$ cat src/design/cmpc_consts.svh
`ifndef CMPC_CONSTS_SVH
`define CMPC_CONSTS_SVH
`define CMPC_OFF_CTRL_ONE 8'h00
`define CMPC_OFF_CTRL_TWO 8'h04
`define CMPC_OFF_MIRROR 8'h08
`define CMPC_OFF_IRQ_STAT 8'h0C
`define CMPC_OFF_IRQ_MASK 8'h10
`define CMPC_OFF_IRQ_CTRL 8'h14
`define CMPC_OFF_PORT_DATA 8'h18
`define CMPC_OFF_ANALOG_SEL 8'h1C
`define CMPC_C1_ON 7
`define CMPC_C1_OUT 6
`define CMPC_C1_OE 5
`define CMPC_C1_POL 4
`define CMPC_C1_SP 2
`define CMPC_C1_HYS 1
`define CMPC_C1_SYNC 0
`define CMPC_C2_INTP 7
`define CMPC_C2_INTN 6
`define CMPC_C2_PCH_HI 5
`define CMPC_C2_PCH_LO 4
`define CMPC_C2_NCH 0
`define CMPC_C2_MASK 8'hF1
`define CMPC_C1_WMASK 8'hB7
`define CMPC_RESET_BYTE 8'h00
`define CMPC_PORT_W 6
`define CMPC_RESP_OKAY 2'b00
`define CMPC_RESP_SLVERR 2'b10
`endif

$ cat src/design/cmpc_pkg.sv
package cmpc_pkg;
    typedef enum logic [1:0] {
        CMPC_PSEL_PIN,
        CMPC_PSEL_DAC,
        CMPC_PSEL_FVR,
        CMPC_PSEL_NONE
    } cmpc_psel_t;
endpackage

$ cat src/design/cmpc_sync2.sv
`timescale 1ns/100ps
`default_nettype none
module cmpc_sync2 #(
    parameter int W = 1
) (
    input wire logic clk,
    input wire logic rst_n,
    input wire logic [W-1:0] d,
    output logic [W-1:0] q
);
    logic [W-1:0] meta_reg;
    always_ff @(posedge clk) begin
        if (!rst_n) begin
            meta_reg <= '0;
            q <= '0;
        end else begin
            meta_reg <= d;
            q <= meta_reg;
        end
    end
endmodule
`default_nettype wire

$ cat src/design/cmpc_edge.sv
`timescale 1ns/100ps
`default_nettype none
module cmpc_edge (
    input wire logic clk,
    input wire logic rst_n,
    input wire logic level,
    output logic rise,
    output logic fall
);
    logic prev_reg;
    // Previous-cycle copy gives exactly one pulse per transition
    always_ff @(posedge clk) begin
        if (!rst_n) begin
            prev_reg <= 1'b0;
        end else begin
            prev_reg <= level;
        end
    end
    assign rise = level & ~prev_reg;
    assign fall = ~level & prev_reg;
endmodule
`default_nettype wire

$ cat src/design/cmpc_top.sv
`timescale 1ns/100ps
`default_nettype none
`include "cmpc_consts.svh"
module cmpc_top (
    input wire logic clk,
    input wire logic rst_n,
    input wire logic [7:0] s_axi_awaddr,
    input wire logic s_axi_awvalid,
    output logic s_axi_awready,
    input wire logic [31:0] s_axi_wdata,
    input wire logic [3:0] s_axi_wstrb,
    input wire logic s_axi_wvalid,
    output logic s_axi_wready,
    output logic [1:0] s_axi_bresp,
    output logic s_axi_bvalid,
    input wire logic s_axi_bready,
    input wire logic [7:0] s_axi_araddr,
    input wire logic s_axi_arvalid,
    output logic s_axi_arready,
    output logic [31:0] s_axi_rdata,
    output logic [1:0] s_axi_rresp,
    output logic s_axi_rvalid,
    input wire logic s_axi_rready,
    input wire logic analog_cmp_raw,
    input wire logic timer_src_clk,
    input wire logic [5:0] port_pins,
    input wire logic peripheral_irq_enable,
    input wire logic global_irq_enable,
    output logic [1:0] noninverting_node_sel,
    output logic noninverting_connect,
    output logic inverting_node_sel,
    output logic inverting_connect,
    output logic speed_power_select,
    output logic hysteresis_enable,
    output logic comparator_out_pin,
    output logic comparator_out_pin_oe_n,
    output logic pwm_shutdown_src,
    output logic cpu_irq,
    output logic irq
);
    logic [7:0] ctrl_one_reg;
    logic [7:0] ctrl_two_reg;
    logic irq_flag_reg;
    logic irq_mask_reg;
    logic irq_enable_reg;
    logic [5:0] analog_sel_reg;
    logic sync_latch_reg;
    logic tclk_prev_reg;
    logic cmp_s;
    logic tclk_s;
    logic [5:0] pins_s;
    logic cmp_pol;
    logic cmp_out;
    logic out_rise;
    logic out_fall;
    logic flag_set;
    logic aw_held_reg;
    logic w_held_reg;
    logic [7:0] awaddr_reg;
    logic [31:0] wdata_reg;
    logic [3:0] wstrb_reg;
    logic do_write;
    logic do_read;
    logic [31:0] rd_val;
    logic rd_ok;
    logic wr_ok;
    logic [1:0] psel;

    cmpc_sync2 #(.W(8)) u_sync (
        .clk(clk),
        .rst_n(rst_n),
        .d({analog_cmp_raw, timer_src_clk, port_pins}),
        .q({cmp_s, tclk_s, pins_s})
    );

    // Polarity applies even when off, so toggling it can make an edge
    assign cmp_pol = (ctrl_one_reg[`CMPC_C1_ON] & cmp_s) ^ ctrl_one_reg[`CMPC_C1_POL];

    // Latch on falling timer source edge so the timer never counts mid-change
    always_ff @(posedge clk) begin
        if (!rst_n) begin
            tclk_prev_reg <= 1'b0;
            sync_latch_reg <= 1'b0;
        end else begin
            tclk_prev_reg <= tclk_s;
            if (tclk_prev_reg && !tclk_s) begin
                sync_latch_reg <= cmp_pol;
            end
        end
    end
    assign cmp_out = ctrl_one_reg[`CMPC_C1_SYNC] ? sync_latch_reg : cmp_pol;

    cmpc_edge u_edge (
        .clk(clk),
        .rst_n(rst_n),
        .level(cmp_out),
        .rise(out_rise),
        .fall(out_fall)
    );

    assign flag_set = (out_rise & ctrl_two_reg[`CMPC_C2_INTP])
                    | (out_fall & ctrl_two_reg[`CMPC_C2_INTN]);

    // AXI4-Lite write: address and data taken in either order
    assign do_write = aw_held_reg & w_held_reg & ~s_axi_bvalid;
    always_ff @(posedge clk) begin
        if (!rst_n) begin
            aw_held_reg <= 1'b0;
            w_held_reg <= 1'b0;
            awaddr_reg <= 8'h00;
            wdata_reg <= 32'h0000_0000;
            wstrb_reg <= 4'h0;
            s_axi_awready <= 1'b0;
            s_axi_wready <= 1'b0;
            s_axi_bvalid <= 1'b0;
            s_axi_bresp <= `CMPC_RESP_OKAY;
        end else begin
            s_axi_awready <= ~aw_held_reg & ~s_axi_awready & s_axi_awvalid;
            s_axi_wready <= ~w_held_reg & ~s_axi_wready & s_axi_wvalid;
            if (s_axi_awvalid && s_axi_awready) begin
                aw_held_reg <= 1'b1;
                awaddr_reg <= s_axi_awaddr;
            end
            if (s_axi_wvalid && s_axi_wready) begin
                w_held_reg <= 1'b1;
                wdata_reg <= s_axi_wdata;
                wstrb_reg <= s_axi_wstrb;
            end
            if (do_write) begin
                aw_held_reg <= 1'b0;
                w_held_reg <= 1'b0;
                s_axi_bvalid <= 1'b1;
                s_axi_bresp <= wr_ok ? `CMPC_RESP_OKAY : `CMPC_RESP_SLVERR;
            end else if (s_axi_bvalid && s_axi_bready) begin
                s_axi_bvalid <= 1'b0;
            end
        end
    end

    always_comb begin
        if (awaddr_reg == `CMPC_OFF_CTRL_ONE) begin
            wr_ok = 1'b1;
        end else if (awaddr_reg == `CMPC_OFF_CTRL_TWO) begin
            wr_ok = 1'b1;
        end else if (awaddr_reg == `CMPC_OFF_MIRROR) begin
            wr_ok = 1'b1;
        end else if (awaddr_reg == `CMPC_OFF_IRQ_STAT) begin
            wr_ok = 1'b1;
        end else if (awaddr_reg == `CMPC_OFF_IRQ_MASK) begin
            wr_ok = 1'b1;
        end else if (awaddr_reg == `CMPC_OFF_IRQ_CTRL) begin
            wr_ok = 1'b1;
        end else if (awaddr_reg == `CMPC_OFF_PORT_DATA) begin
            wr_ok = 1'b1;
        end else if (awaddr_reg == `CMPC_OFF_ANALOG_SEL) begin
            wr_ok = 1'b1;
        end else begin
            wr_ok = 1'b0;
        end
    end

    always_ff @(posedge clk) begin
        if (!rst_n) begin
            ctrl_one_reg <= `CMPC_RESET_BYTE;
            ctrl_two_reg <= `CMPC_RESET_BYTE;
            irq_mask_reg <= 1'b0;
            irq_enable_reg <= 1'b0;
            analog_sel_reg <= 6'h00;
        end else if (do_write && wstrb_reg[0]) begin
            if (awaddr_reg == `CMPC_OFF_CTRL_ONE) begin
                // Output bit is status only
                ctrl_one_reg <= (wdata_reg[7:0] & `CMPC_C1_WMASK);
            end else if (awaddr_reg == `CMPC_OFF_CTRL_TWO) begin
                ctrl_two_reg <= wdata_reg[7:0] & `CMPC_C2_MASK;
            end else if (awaddr_reg == `CMPC_OFF_IRQ_MASK) begin
                irq_mask_reg <= wdata_reg[0];
            end else if (awaddr_reg == `CMPC_OFF_IRQ_CTRL) begin
                irq_enable_reg <= wdata_reg[0];
            end else if (awaddr_reg == `CMPC_OFF_ANALOG_SEL) begin
                analog_sel_reg <= wdata_reg[5:0];
            end
        end
    end

    // AXI4-Lite read: one-cycle answer from registered data
    assign do_read = s_axi_arvalid & s_axi_arready;
    always_comb begin
        rd_val = 32'h0000_0000;
        rd_ok = 1'b1;
        if (s_axi_araddr == `CMPC_OFF_CTRL_ONE) begin
            rd_val[7:0] = {ctrl_one_reg[7], cmp_out, ctrl_one_reg[5:0]};
        end else if (s_axi_araddr == `CMPC_OFF_CTRL_TWO) begin
            rd_val[7:0] = ctrl_two_reg & `CMPC_C2_MASK;
        end else if (s_axi_araddr == `CMPC_OFF_MIRROR) begin
            rd_val[0] = cmp_out;
        end else if (s_axi_araddr == `CMPC_OFF_IRQ_STAT) begin
            rd_val[0] = irq_flag_reg;
        end else if (s_axi_araddr == `CMPC_OFF_IRQ_MASK) begin
            rd_val[0] = irq_mask_reg;
        end else if (s_axi_araddr == `CMPC_OFF_IRQ_CTRL) begin
            rd_val[0] = irq_enable_reg;
        end else if (s_axi_araddr == `CMPC_OFF_PORT_DATA) begin
            rd_val[5:0] = pins_s & ~analog_sel_reg;
        end else if (s_axi_araddr == `CMPC_OFF_ANALOG_SEL) begin
            rd_val[5:0] = analog_sel_reg;
        end else begin
            rd_ok = 1'b0;
        end
    end

    always_ff @(posedge clk) begin
        if (!rst_n) begin
            s_axi_arready <= 1'b0;
            s_axi_rvalid <= 1'b0;
            s_axi_rdata <= 32'h0000_0000;
            s_axi_rresp <= `CMPC_RESP_OKAY;
        end else begin
            s_axi_arready <= ~s_axi_arready & ~s_axi_rvalid & s_axi_arvalid;
            if (do_read) begin
                s_axi_rvalid <= 1'b1;
                s_axi_rdata <= rd_val;
                s_axi_rresp <= rd_ok ? `CMPC_RESP_OKAY : `CMPC_RESP_SLVERR;
            end else if (s_axi_rvalid && s_axi_rready) begin
                s_axi_rvalid <= 1'b0;
            end
        end
    end

    // Read of status clears the flag, but a new edge in that cycle wins
    always_ff @(posedge clk) begin
        if (!rst_n) begin
            irq_flag_reg <= 1'b0;
        end else if (flag_set) begin
            irq_flag_reg <= 1'b1;
        end else if (do_read && s_axi_araddr == `CMPC_OFF_IRQ_STAT) begin
            irq_flag_reg <= 1'b0;
        end
    end

    assign psel = ctrl_two_reg[`CMPC_C2_PCH_HI:`CMPC_C2_PCH_LO];
    always_ff @(posedge clk) begin
        if (!rst_n) begin
            noninverting_node_sel <= cmpc_pkg::CMPC_PSEL_PIN;
            noninverting_connect <= 1'b0;
            inverting_node_sel <= 1'b0;
            inverting_connect <= 1'b0;
            speed_power_select <= 1'b0;
            hysteresis_enable <= 1'b0;
            comparator_out_pin <= 1'b0;
            comparator_out_pin_oe_n <= 1'b1;
            pwm_shutdown_src <= 1'b0;
            cpu_irq <= 1'b0;
            irq <= 1'b0;
        end else begin
            noninverting_node_sel <= psel;
            // Code 11 has no documented node, so it stays disconnected
            noninverting_connect <= ctrl_one_reg[`CMPC_C1_ON] &
                (psel != cmpc_pkg::CMPC_PSEL_NONE);
            inverting_node_sel <= ctrl_two_reg[`CMPC_C2_NCH];
            inverting_connect <= ctrl_one_reg[`CMPC_C1_ON];
            speed_power_select <= ctrl_one_reg[`CMPC_C1_SP];
            hysteresis_enable <= ctrl_one_reg[`CMPC_C1_HYS];
            comparator_out_pin <= cmp_out;
            comparator_out_pin_oe_n <= ~ctrl_one_reg[`CMPC_C1_OE];
            pwm_shutdown_src <= cmp_out;
            cpu_irq <= irq_flag_reg & irq_enable_reg & ctrl_one_reg[`CMPC_C1_ON] &
                peripheral_irq_enable & global_irq_enable;
            irq <= irq_flag_reg & irq_mask_reg;
        end
    end
endmodule
`default_nettype wire

$ cat config.mk
export PLATFORM = sky130hd
export DESIGN_NAME = cmpc_top
export DESIGN_NICKNAME = d
export VERILOG_FILES = /design/src/design/cmpc_pkg.sv /design/src/design/cmpc_sync2.sv /design/src/design/cmpc_edge.sv /design/src/design/cmpc_top.sv
export VERILOG_INCLUDE_DIRS = /design/src /design/src/design
export SDC_FILE = /design/constraint.sdc
export NUM_CORES = 1
export LEC_CHECK = 0
export ABC_AREA = 1
export BUFFER_PORTS_ARGS = -buffer_cell sky130_fd_sc_hd__buf_2
export CORE_ASPECT_RATIO = 1.2
export CORE_MARGIN = 2
export CORE_UTILIZATION = 45
export CTS_CLUSTER_SIZE = 16
export DETAILED_ROUTE_END_ITERATION = 10
export PLACE_DENSITY = 0.8
export SLEW_MARGIN = 20
export SYNTH_ARGS = -nofsm -noshare
export SYNTH_HDL_FRONTEND = slang
export SYNTH_HIERARCHICAL = 1
export SYNTH_SLANG_ARGS = --single-unit
$ cat constraint.sdc
create_clock -name clk -period 1.15 [get_ports clk]
set_input_delay 0.0575 -clock clk [delete_from_list [all_inputs] [get_ports clk]]
set_output_delay 0.0575 -clock clk [all_outputs]
set_load 0.02 [all_outputs]
==> results of run 1 <==
[layer usage]
metal / track usage / routed length (µm) / vias to the layer above
li1: - / - / 1606
met4: 0.09158 / 264 / 0
met2: 0.3257 / 4349 / 101
met3: 0.03015 / 380 / 25
met1: 0.1929 / 3189 / 1441
met5: 0 / 0 / -
[power groups by stage]
stage	Combinational (mW)	Clock (mW)	Sequential (mW)
6_report	0.642	2.33	3.04
5_1_grt	0.706	2.44	3.05
4_1_cts	0.613	2.33	3.04
3_5_place_dp	0.516	0	3.10
3_3_place_gp	0.504	0	3.10
2_1_floorplan	0.407	0	3.11
[area by class of cell]
| cell class | instances | share of cell area |
|---|---|---|
| multi-input combinational | 285 | 0.3291 |
| inverter | 68 | 0.05813 |
| timing repair buffer | 122 | 0.1779 |
| clock buffer | 9 | 0.02640 |
| tap | 92 | 0.02453 |
| sequential | 84 | 0.3611 |
| clock inverter | 7 | 0.02133 |
| timing repair inverter | 1 | 0.001600 |
[cells by family after synthesis]
kind of cell,count (synthesis),share of synthesized area
other cells,1,0.001053
compound gates,82,0.1268
simple gates,175,0.2474
buf+inv,107,0.1525
flops,84,0.4722
[cells in the final DEF (no fill, tap or decap), types with 9 or more instances in the layout]
| cell type | instances |
|---|---|
| dfxtp_1 | 74 |
| inv_2 | 12 |
| a21oi_1 | 27 |
| buf_4 | 23 |
| o21ai_2 | 11 |
| dlygate4sd3_1 | 29 |
| nand3_1 | 10 |
| buf_2 | 68 |
| clkbuf_8 | 9 |
| conb_1 | 26 |
| dfxtp_2 | 10 |
| o21ai_0 | 25 |
| nand2_1 | 61 |
| nor2_1 | 52 |
| nand2_2 | 16 |
| inv_1 | 51 |
[what timing repair did]
item	CTS	global route
endpoints found under the hold margin	28	0
pin swaps	4	14
resized for setup	8	33
hold buffers	29	0
cloned	1	2
setup endpoints to repair	21	29
buffers inserted	6	2
[through the flow]
| stage | TNS (ns) | utilization | total power, mW | std cells | setup WS [ns] |
|---|---|---|---|---|---|
| 6_report | -2.751 | 0.6122 | 6.015 | 668 | -0.1897 |
| 3_3_place_gp | -1.454 | 0.5211 | 3.606 | 613 | -0.1034 |
| 2_1_floorplan | -0.3924 | - | 3.521 | 474 | -0.04937 |
| 5_1_grt | -4.422 | 0.6122 | 6.201 | 668 | -0.2685 |
| 4_1_cts | -1.816 | 0.5966 | 5.984 | 665 | -0.1526 |
| 3_5_place_dp | -2.359 | 0.5211 | 3.620 | 613 | -0.1723 |
[worst max-delay path by stage]
stage | endpoint | from | cells after the start | slack [ns]
3_3_place_gp | irq_enable_reg | aw_held_reg | 6 | -0.10
4_1_cts | analog_sel_reg[0] | aw_held_reg | 8 | -0.15
5_1_grt | ctrl_one_reg[4] | aw_held_reg | 7 | -0.27
3_5_place_dp | analog_sel_reg[1] | aw_held_reg | 7 | -0.17
6_report | ctrl_one_reg[4] | aw_held_reg | 7 | -0.19
2_1_floorplan | analog_sel_reg[4] | aw_held_reg | 7 | -0.05
[critical path, delay by kind of cell (launching register included)]
kind | cells | cell delay, ns
buffers and inverters | 1 | 0.05
AO/OA/AOI/OAI | 2 | 0.23
AND/OR/NAND/NOR | 4 | 0.62
flip-flops | 1 | 0.34
==> reports/qor.yml, run 1 <==
clock_skew_ns: 0.01232
finalMaxSlewViolations: 0
critPathMaxFanout: 4
nNetsFinal: 640
dp_hpwl_um: 5501
die_y_um: 101.4
diodes: 0
slowest_delay_ns: 0.34
cts_buffers: 9
area_growth_pct: 31.76
crit_top_cell: "nand2_2"
clkPwrFrac: 0.387
slowest_stage: "dfxtp_2"
path_class: "reg -> reg"
fillers: 623
placed_area_mm2: 0.003994
clock_latency_ns: 0.36
gp_congestion: 0.8313
avgSynthCellArea_um2: 7.931
seq_area_frac_synth: 0.4722
synthTopCellsByArea: "dfxtp_1 47%, nand2_1 6.7%, nor2_1 6.1%"
wl_per_cell_um: 12.25
drt_iter0_drc: 188
fin_ws_ns: -0.1897
overflow: 0
yosysTopAreaCellShare: 0.4722
whs_path_depth: 3
crit_arrival_ns: 1.59
p_int_mw: 4.490
hold_violations: 0
ant_nets: 0
cts.path.max_buffers: 2
start_util: 0.4647
yosysTopAreaCell: "dfxtp_1"
holdCritPathClass: "in -> reg"
grt_max_degree: 49
crit_required_ns: 1.41
drive_gt1_frac: 0.3438
multiInputGateArea_mm2: 0.001544
rows: 35
grt_pass1_wl_um: 12080
critPathCaptureType: "flop"
hold_slack_ns: 0.02231
r2r_setup_slack_ns: -0.19
combPwrFrac: 0.107
synth.ff_latch_count: 84
synthCells: 449
power_density_mw_per_mm2: 1282
worstPathCellList: "inv_2, nor3_4, nand2_2, nor2_4, nand2_2, o21ai_1, a21oi_1"
cts_tree: "done"
die_w_um: 85.21
ys_warn_count: 6
min_from: "s_axi_awaddr[2]"
holdPathEnd: "awaddr_reg[2]"
track_usage: 0.1765
synth_commonest_cells: "84 x dfxtp_1, 64 x nand2_1, 58 x nor2_1"
start_kind: "flop"
rr_endpoint: "ctrl_one_reg[4]"
p_leak_nw: 2.283
maxCapViolCount: 0
switching_share: 0.2536
drc: 0
violations: "negative setup slack"
synthFlopType: "dfxtp_1"
grt_pass1_vias: 2855
seqPwrFrac: 0.506
drt-total-wl_um: 8183
clk_pin_slew_ns: 0.09
synth.distinct_cells: 36
viasPerCell: 4.750
io_pins: 122
cts_root_buffer: "clkbuf_8"
period_share: 1.165
netlist_area_mm2: 0.003561
p_sw_mw: 1.525
synth-edff-count: 0
vdd_drop_max_v: 0.0007439
timing.fmax_mhz: 746.4
antenna_found_initial: 0
port_buffers: 68
fin_crit_ns: 1.340
status: "finished with violations"
setup_viol: 21
synth_most_common_cell: "dfxtp_1"
fp.coreArea_mm2: 0.007664
die_area_mm2: 0.008644
rr_startpoint: "aw_held_reg"
rsz0062_at_grt: "true"
regArea_mm2: 0.001694
reg2regPathDepth: 7
ctsHtreeMaxLevel: 3
dr.pass1.iters: 4
dr_total_vias: 3173
cts.sinks: 84
fin_area_mm2: 0.004692
async_flop_share: 0
No activity file was read; power rests on OpenSTA's default activity.
==> run 2, diff against run 1 <==
SETUP_SLACK_MARGIN = 0.15   (was unset)
==> run 2 against run 1 <==
The flow still finishes with violations (negative setup slack). Fmax is 2.3% higher. Global-route usage is 1.8 points higher. Flip-flop and latch count stayed put. Critical endpoint is now ctrl_one_reg[0]. Largest cell class unchanged.
==> reports/qor.yml, run 2 (same netlist as run 1, synthesis figures left out) <==
status: "finished with violations"
violations: "negative setup slack"
critPathCaptureType: "flop"
io_pins: 122
dp_hpwl_um: 5615
port_buffers: 68
dr.pass1.iters: 4
slowest_delay_ns: 0.34
die_y_um: 101.4
critPathMaxFanout: 5
dr_total_vias: 3215
cts.sinks: 84
cts_buffers: 9
crit_buf_inv: 1
clk_pin_slew_ns: 0.09
die_w_um: 85.21
crit_arrival_ns: 1.55
rows: 35
power.total_mw: 5.543
nNetsFinal: 640
ant_nets: 0
fp.coreArea_mm2: 0.007664
cts_tree: "done"
period_share: 1.139
placed_area_mm2: 0.003991
dr.max_layer_used: "met4"
diodes: 0
post-route-util: 0.6137
fin_area_mm2: 0.004703
cts.path.max_buffers: 2
holdCritPathClass: "in -> reg"
layout_common_cells: "73 x dfxtp_1, 67 x buf_2, 56 x nand2_1, 56 x nor2_1, 49 x inv_1"
drc: 0
p_leak_nw: 2.283
ctsHtreeMaxLevel: 3
start_kind: "flop"
fin_cells: 668
path_class: "reg -> reg"
area_growth_pct: 32.08
timing.fmax_mhz: 763.6
antenna_found_initial: 0
grt_pass1_vias: 3083
grt_max_degree: 40
cts_root_buffer: "clkbuf_8"
rsz0062_at_grt: "true"
finalMaxSlewViolations: 0
wl_met1_um: 3300
fin_ws_ns: -0.1595
fin_crit_ns: 1.310
cp_top_family: "simple AND/OR/NAND/NOR gates"
start_util: 0.4647
viasPerCell: 4.813
power_density_mw_per_mm2: 1179
hold_violations: 0
die_area_mm2: 0.008644
slowest_stage: "dfxtp_2"
track_usage: 0.1948
crit_required_ns: 1.39
grt_pass1_wl_um: 13350
final_common_cell: "dfxtp_1"
drive_gt1_frac: 0.3576
drt_iter0_drc: 135
maxCapViolCount: 0
vdd_drop_max_v: 0.0006792
placed_cells: 612
dpl_worst_slack_ns: -0.1628
met2_length_um: 4489
clock_skew_ns: 0.01353
setup_viol: 21
clock_latency_ns: 0.35
worstPathCellList: "inv_2, nor3_4, nand2_2, nor2_4, nand2_4, o21ai_2, a21oi_1"
drt-total-wl_um: 8419
overflow: 0
gp_congestion: 0.8023
wl_per_cell_um: 12.60
routed-wl-met3_um: 424
[run 2: cell types whose count changed in the layout (fill, tap and decap cells not counted), sizes merged]
cell / previous run / this run
buf: 93 / 94
bufinv: 2 / 0
clkinv: 4 / 5
clkinvlp: 5 / 3
dlygate4sd3: 29 / 30
inv: 65 / 67
nand2: 83 / 82
[run 2: layout make-up]
type,instances,area (µm²)
Tap cell,92,115.1
Timing Repair Buffer,124,888.4
Clock buffer,9,123.9
Multi-Input combinational cell,284,1554
Inverter,68,274.0
Clock inverter,7,50.05
Sequential cell,84,1698
Fill cell,625,2960
[run 2: final timing paths]
check	from	end	slack (ns)	depth (start not counted)
worst max-delay path	aw_held_reg	ctrl_one_reg[0]	-0.16	7
worst min-delay path	s_axi_awaddr[4]	awaddr_reg[4]	0.01	3
worst max register to register	aw_held_reg	ctrl_one_reg[0]	-0.16	7
worst min register to register	u_sync/meta_reg[5]	u_sync/q[5]	0.41	2
[run 2: stage by stage]
stage | hold WS (ns) | setup TNS [ns]
floorplan | 0.1495 | -0.3951
global placement | 0.2439 | -1.177
detailed placement | 0.2459 | -2.509
CTS | 0.004157 | -2.213
global route | 0.04738 | -4.614
finish | 0.009837 | -2.373
[run 2: routing by layer]
layer  GRT usage  vias up
li1            -     1601
met1      0.2065     1488
met2      0.3684      108
met3     0.04075       18
met4     0.08669        0
met5           0        -
[run 2: report_power, final]
part	switching, mW	internal, mW	total (mW)	leakage [nW]
logic	0.369	0.255	0.624	1.51
registers	0.0577	2.99	3.04	0.688
clock network	1.08	0.790	1.87	0.0820
total	1.51	4.03	5.54	2.28
[run 2: tightest hold or removal path, stage by stage]
cell	delay, ns
buf_2	0.07
o21ai_1	0.07
a21oi_1	0.12
[run 2: timing repair]
item	4_1_cts	5_1_grt
hold buffers	30	0
endpoints found under the hold margin	29	0
endpoints found under the setup margin	48	44
gates cloned	1	0
buffers inserted	6	3
gates resized for setup	27	31
pin swaps	16	21
==> run 3, diff against run 2 <==
CORE_MARGIN = unset   (was 2)
CORE_UTILIZATION = 40   (was 45)
PLACE_DENSITY = 0.73   (was 0.8)
REMOVE_ABC_BUFFERS = 1   (was unset)
==> run 3 against run 2 <==
The run still ends with negative setup slack left. Sequential power is essentially flat. Cell count rose by 4.5%. Utilization decreased by 5.3 points. Power grew 2.9%. Critical path depth rose by 1. Count of clock-buffer cells in the layout unchanged.
==> reports/qor.yml, run 3 (same netlist as run 1, synthesis figures left out) <==
status: "finished with violations"
violations: "negative setup slack"
dp_hpwl_um: 5425
min_from: "s_axi_wdata[0]"
finalMaxSlewViolations: 0
wl_per_cell_um: 11.16
rr_startpoint: "aw_held_reg"
grt_pass1_wl_um: 12320
worstPathCellList: "inv_2, nor3_4, nand2_2, nor2_4, nand2_4, clkinv_4, o21ai_2, a21oi_2"
whs_path_depth: 3
ctsHtreeMaxLevel: 3
seqPwrFrac: 0.533
antenna_found_initial: 0
start_util: 0.4135
drt-total-wl_um: 7793
path_class: "reg -> reg"
combPwrFrac: 0.113
clock_skew_ns: 0.01710
cts.sinks: 84
layout_common_cells: "73 x dfxtp_1, 63 x buf_2, 54 x nand2_1, 52 x nor2_1, 47 x inv_1"
fillers: 810
clk_pin_slew_ns: 0.10
nNetsFinal: 645
grt_pass1_vias: 2874
fp.coreArea_mm2: 0.008611
critPathMaxFanout: 6
crit_arrival_ns: 1.61
start_kind: "flop"
vdd_drop_max_v: 0.0008397
path_depth: 8
ant_nets: 0
rr_endpoint: "ctrl_two_reg[0]"
die_area_mm2: 0.009285
slew_headroom: 0.6163
crit_required_ns: 1.44
holdCritPathClass: "in -> reg"
cp_top_family: "simple AND/OR/NAND/NOR gates"
critPathCaptureType: "flop"
io_pins: 122
cts_tree: "done"
grt_max_degree: 44
rsz0062_at_grt: "true"
hold_violations: 0
dr.pass1.iters: 4
dr_total_vias: 3135
die_w_um: 88.13
worstMarginPinSlew_ns: 0.5749
clkPwrFrac: 0.354
period_share: 1.143
post-route-util: 0.5609
gp_congestion: 0.8626
power.total_mw: 5.705
power_density_mw_per_mm2: 1181
cts_root_buffer: "clkbuf_8"
final_common_cell: "dfxtp_1"
rows: 37
cts.path.max_buffers: 2
dpl_worst_slack_ns: -0.1583
r2r_setup_slack_ns: -0.16
overflow: 0
die_y_um: 105.4
drive_gt1_frac: 0.3804
port_buffers: 68
reg2regPathDepth: 8
fin_ws_ns: -0.1640
p_int_mw: 4.100
p_leak_nw: 2.321
track_usage: 0.1703
area_growth_pct: 35.63
fin_area_mm2: 0.004830
drt_iter0_drc: 127
holdPathEnd: "wdata_reg[0]"
setup_viol: 21
crit_buf_inv: 2
viasPerCell: 4.491
timing.fmax_mhz: 761.0
p_sw_mw: 1.605
clock_latency_ns: 0.37
drc: 0
placed_area_mm2: 0.004029
slowest_delay_ns: 0.37
cts_buffers: 9
slowest_stage: "dfxtp_1"
fin_crit_ns: 1.314
switching_share: 0.2814
diodes: 0
maxCapViolCount: 0
==> run 3: cell count changes in the layout (fill, tap and decap cells not counted), moves of 3 or more <==
cell	change
buf_6	-3
nor2_2	+3
buf_2	-4
nor2_1	-4
buf_4	+11
==> run 3: how the worst max path moves through the flow <==
| stage | slack, ns | endpoint | from |
|---|---|---|---|
| after floorplan | -0.11 | analog_sel_reg[1] | s_axi_bvalid |
| after global placement | -0.09 | analog_sel_reg[3] | awaddr_reg[7] |
| after detailed placement | -0.16 | analog_sel_reg[2] | awaddr_reg[7] |
| after CTS | -0.12 | ctrl_one_reg[1] | w_held_reg |
| after global routing | -0.28 | ctrl_one_reg[4] | aw_held_reg |
| final | -0.16 | ctrl_two_reg[0] | aw_held_reg |
==> run 3: power by group through the flow <==
stage	combinational, mW	sequential (mW)	clock [mW]
after floorplan	0.294	3.11	0
after global placement	0.502	3.10	0
after detailed placement	0.512	3.10	0
after CTS	0.618	3.03	2.05
after global routing	0.712	3.05	2.17
final	0.645	3.04	2.02
==> run 3: per-layer routing <==
| metal | wire length [µm] | global-route usage | vias up |
|---|---|---|---|
| met3 | 380 | 0.04307 | 11 |
| met4 | 111 | 0.06106 | 0 |
| met2 | 4055 | 0.3023 | 98 |
| met1 | 3245 | 0.1935 | 1410 |
| met5 | 0 | 0 | - |
| li1 | - | - | 1616 |
==> run 3: worst reg2reg max path, stage by stage (launching register included) <==
cell and delay, ns:
dfxtp_1 0.37, inv_2 0.07, nor3_4 0.14, nand2_2 0.12, nor2_4 0.19, nand2_4 0.11
clkinv_4 0.09, o21ai_2 0.05, a21oi_2 0.09
==> run 3: area by class of cell <==
cell class / instances / area, µm² / area share
Clock buffer: 9 / 123.9 / 0.02565
Clock inverter: 7 / 65.06 / 0.01347
Inverter: 68 / 277.8 / 0.05751
Multi-Input combinational cell: 284 / 1592 / 0.3295
Sequential cell: 84 / 1698 / 0.3516
Tap cell: 117 / 146.4 / 0.03031
Timing Repair Buffer: 129 / 927.1 / 0.1920
==> run 3: what timing repair did <==
action,CTS,global route
pin swaps,10,15
endpoints found under the setup margin,46,51
hold buffers,31,0
setup buffers,8,2
gates resized for setup,35,47
gates cloned,0,1
endpoints found under the hold margin,30,0
==> run 3: per-stage QoR <==
stage / TNS, ns / std cells / hold slack (ns)
2_1_floorplan: -1.764 / 435 / 0.1265
3_3_place_gp: -1.459 / 640 / 0.2431
3_5_place_dp: -2.461 / 640 / 0.2466
4_1_cts: -1.704 / 695 / 0.0007846
5_1_grt: -4.500 / 698 / 0.04715
6_report: -2.479 / 698 / 0.01204
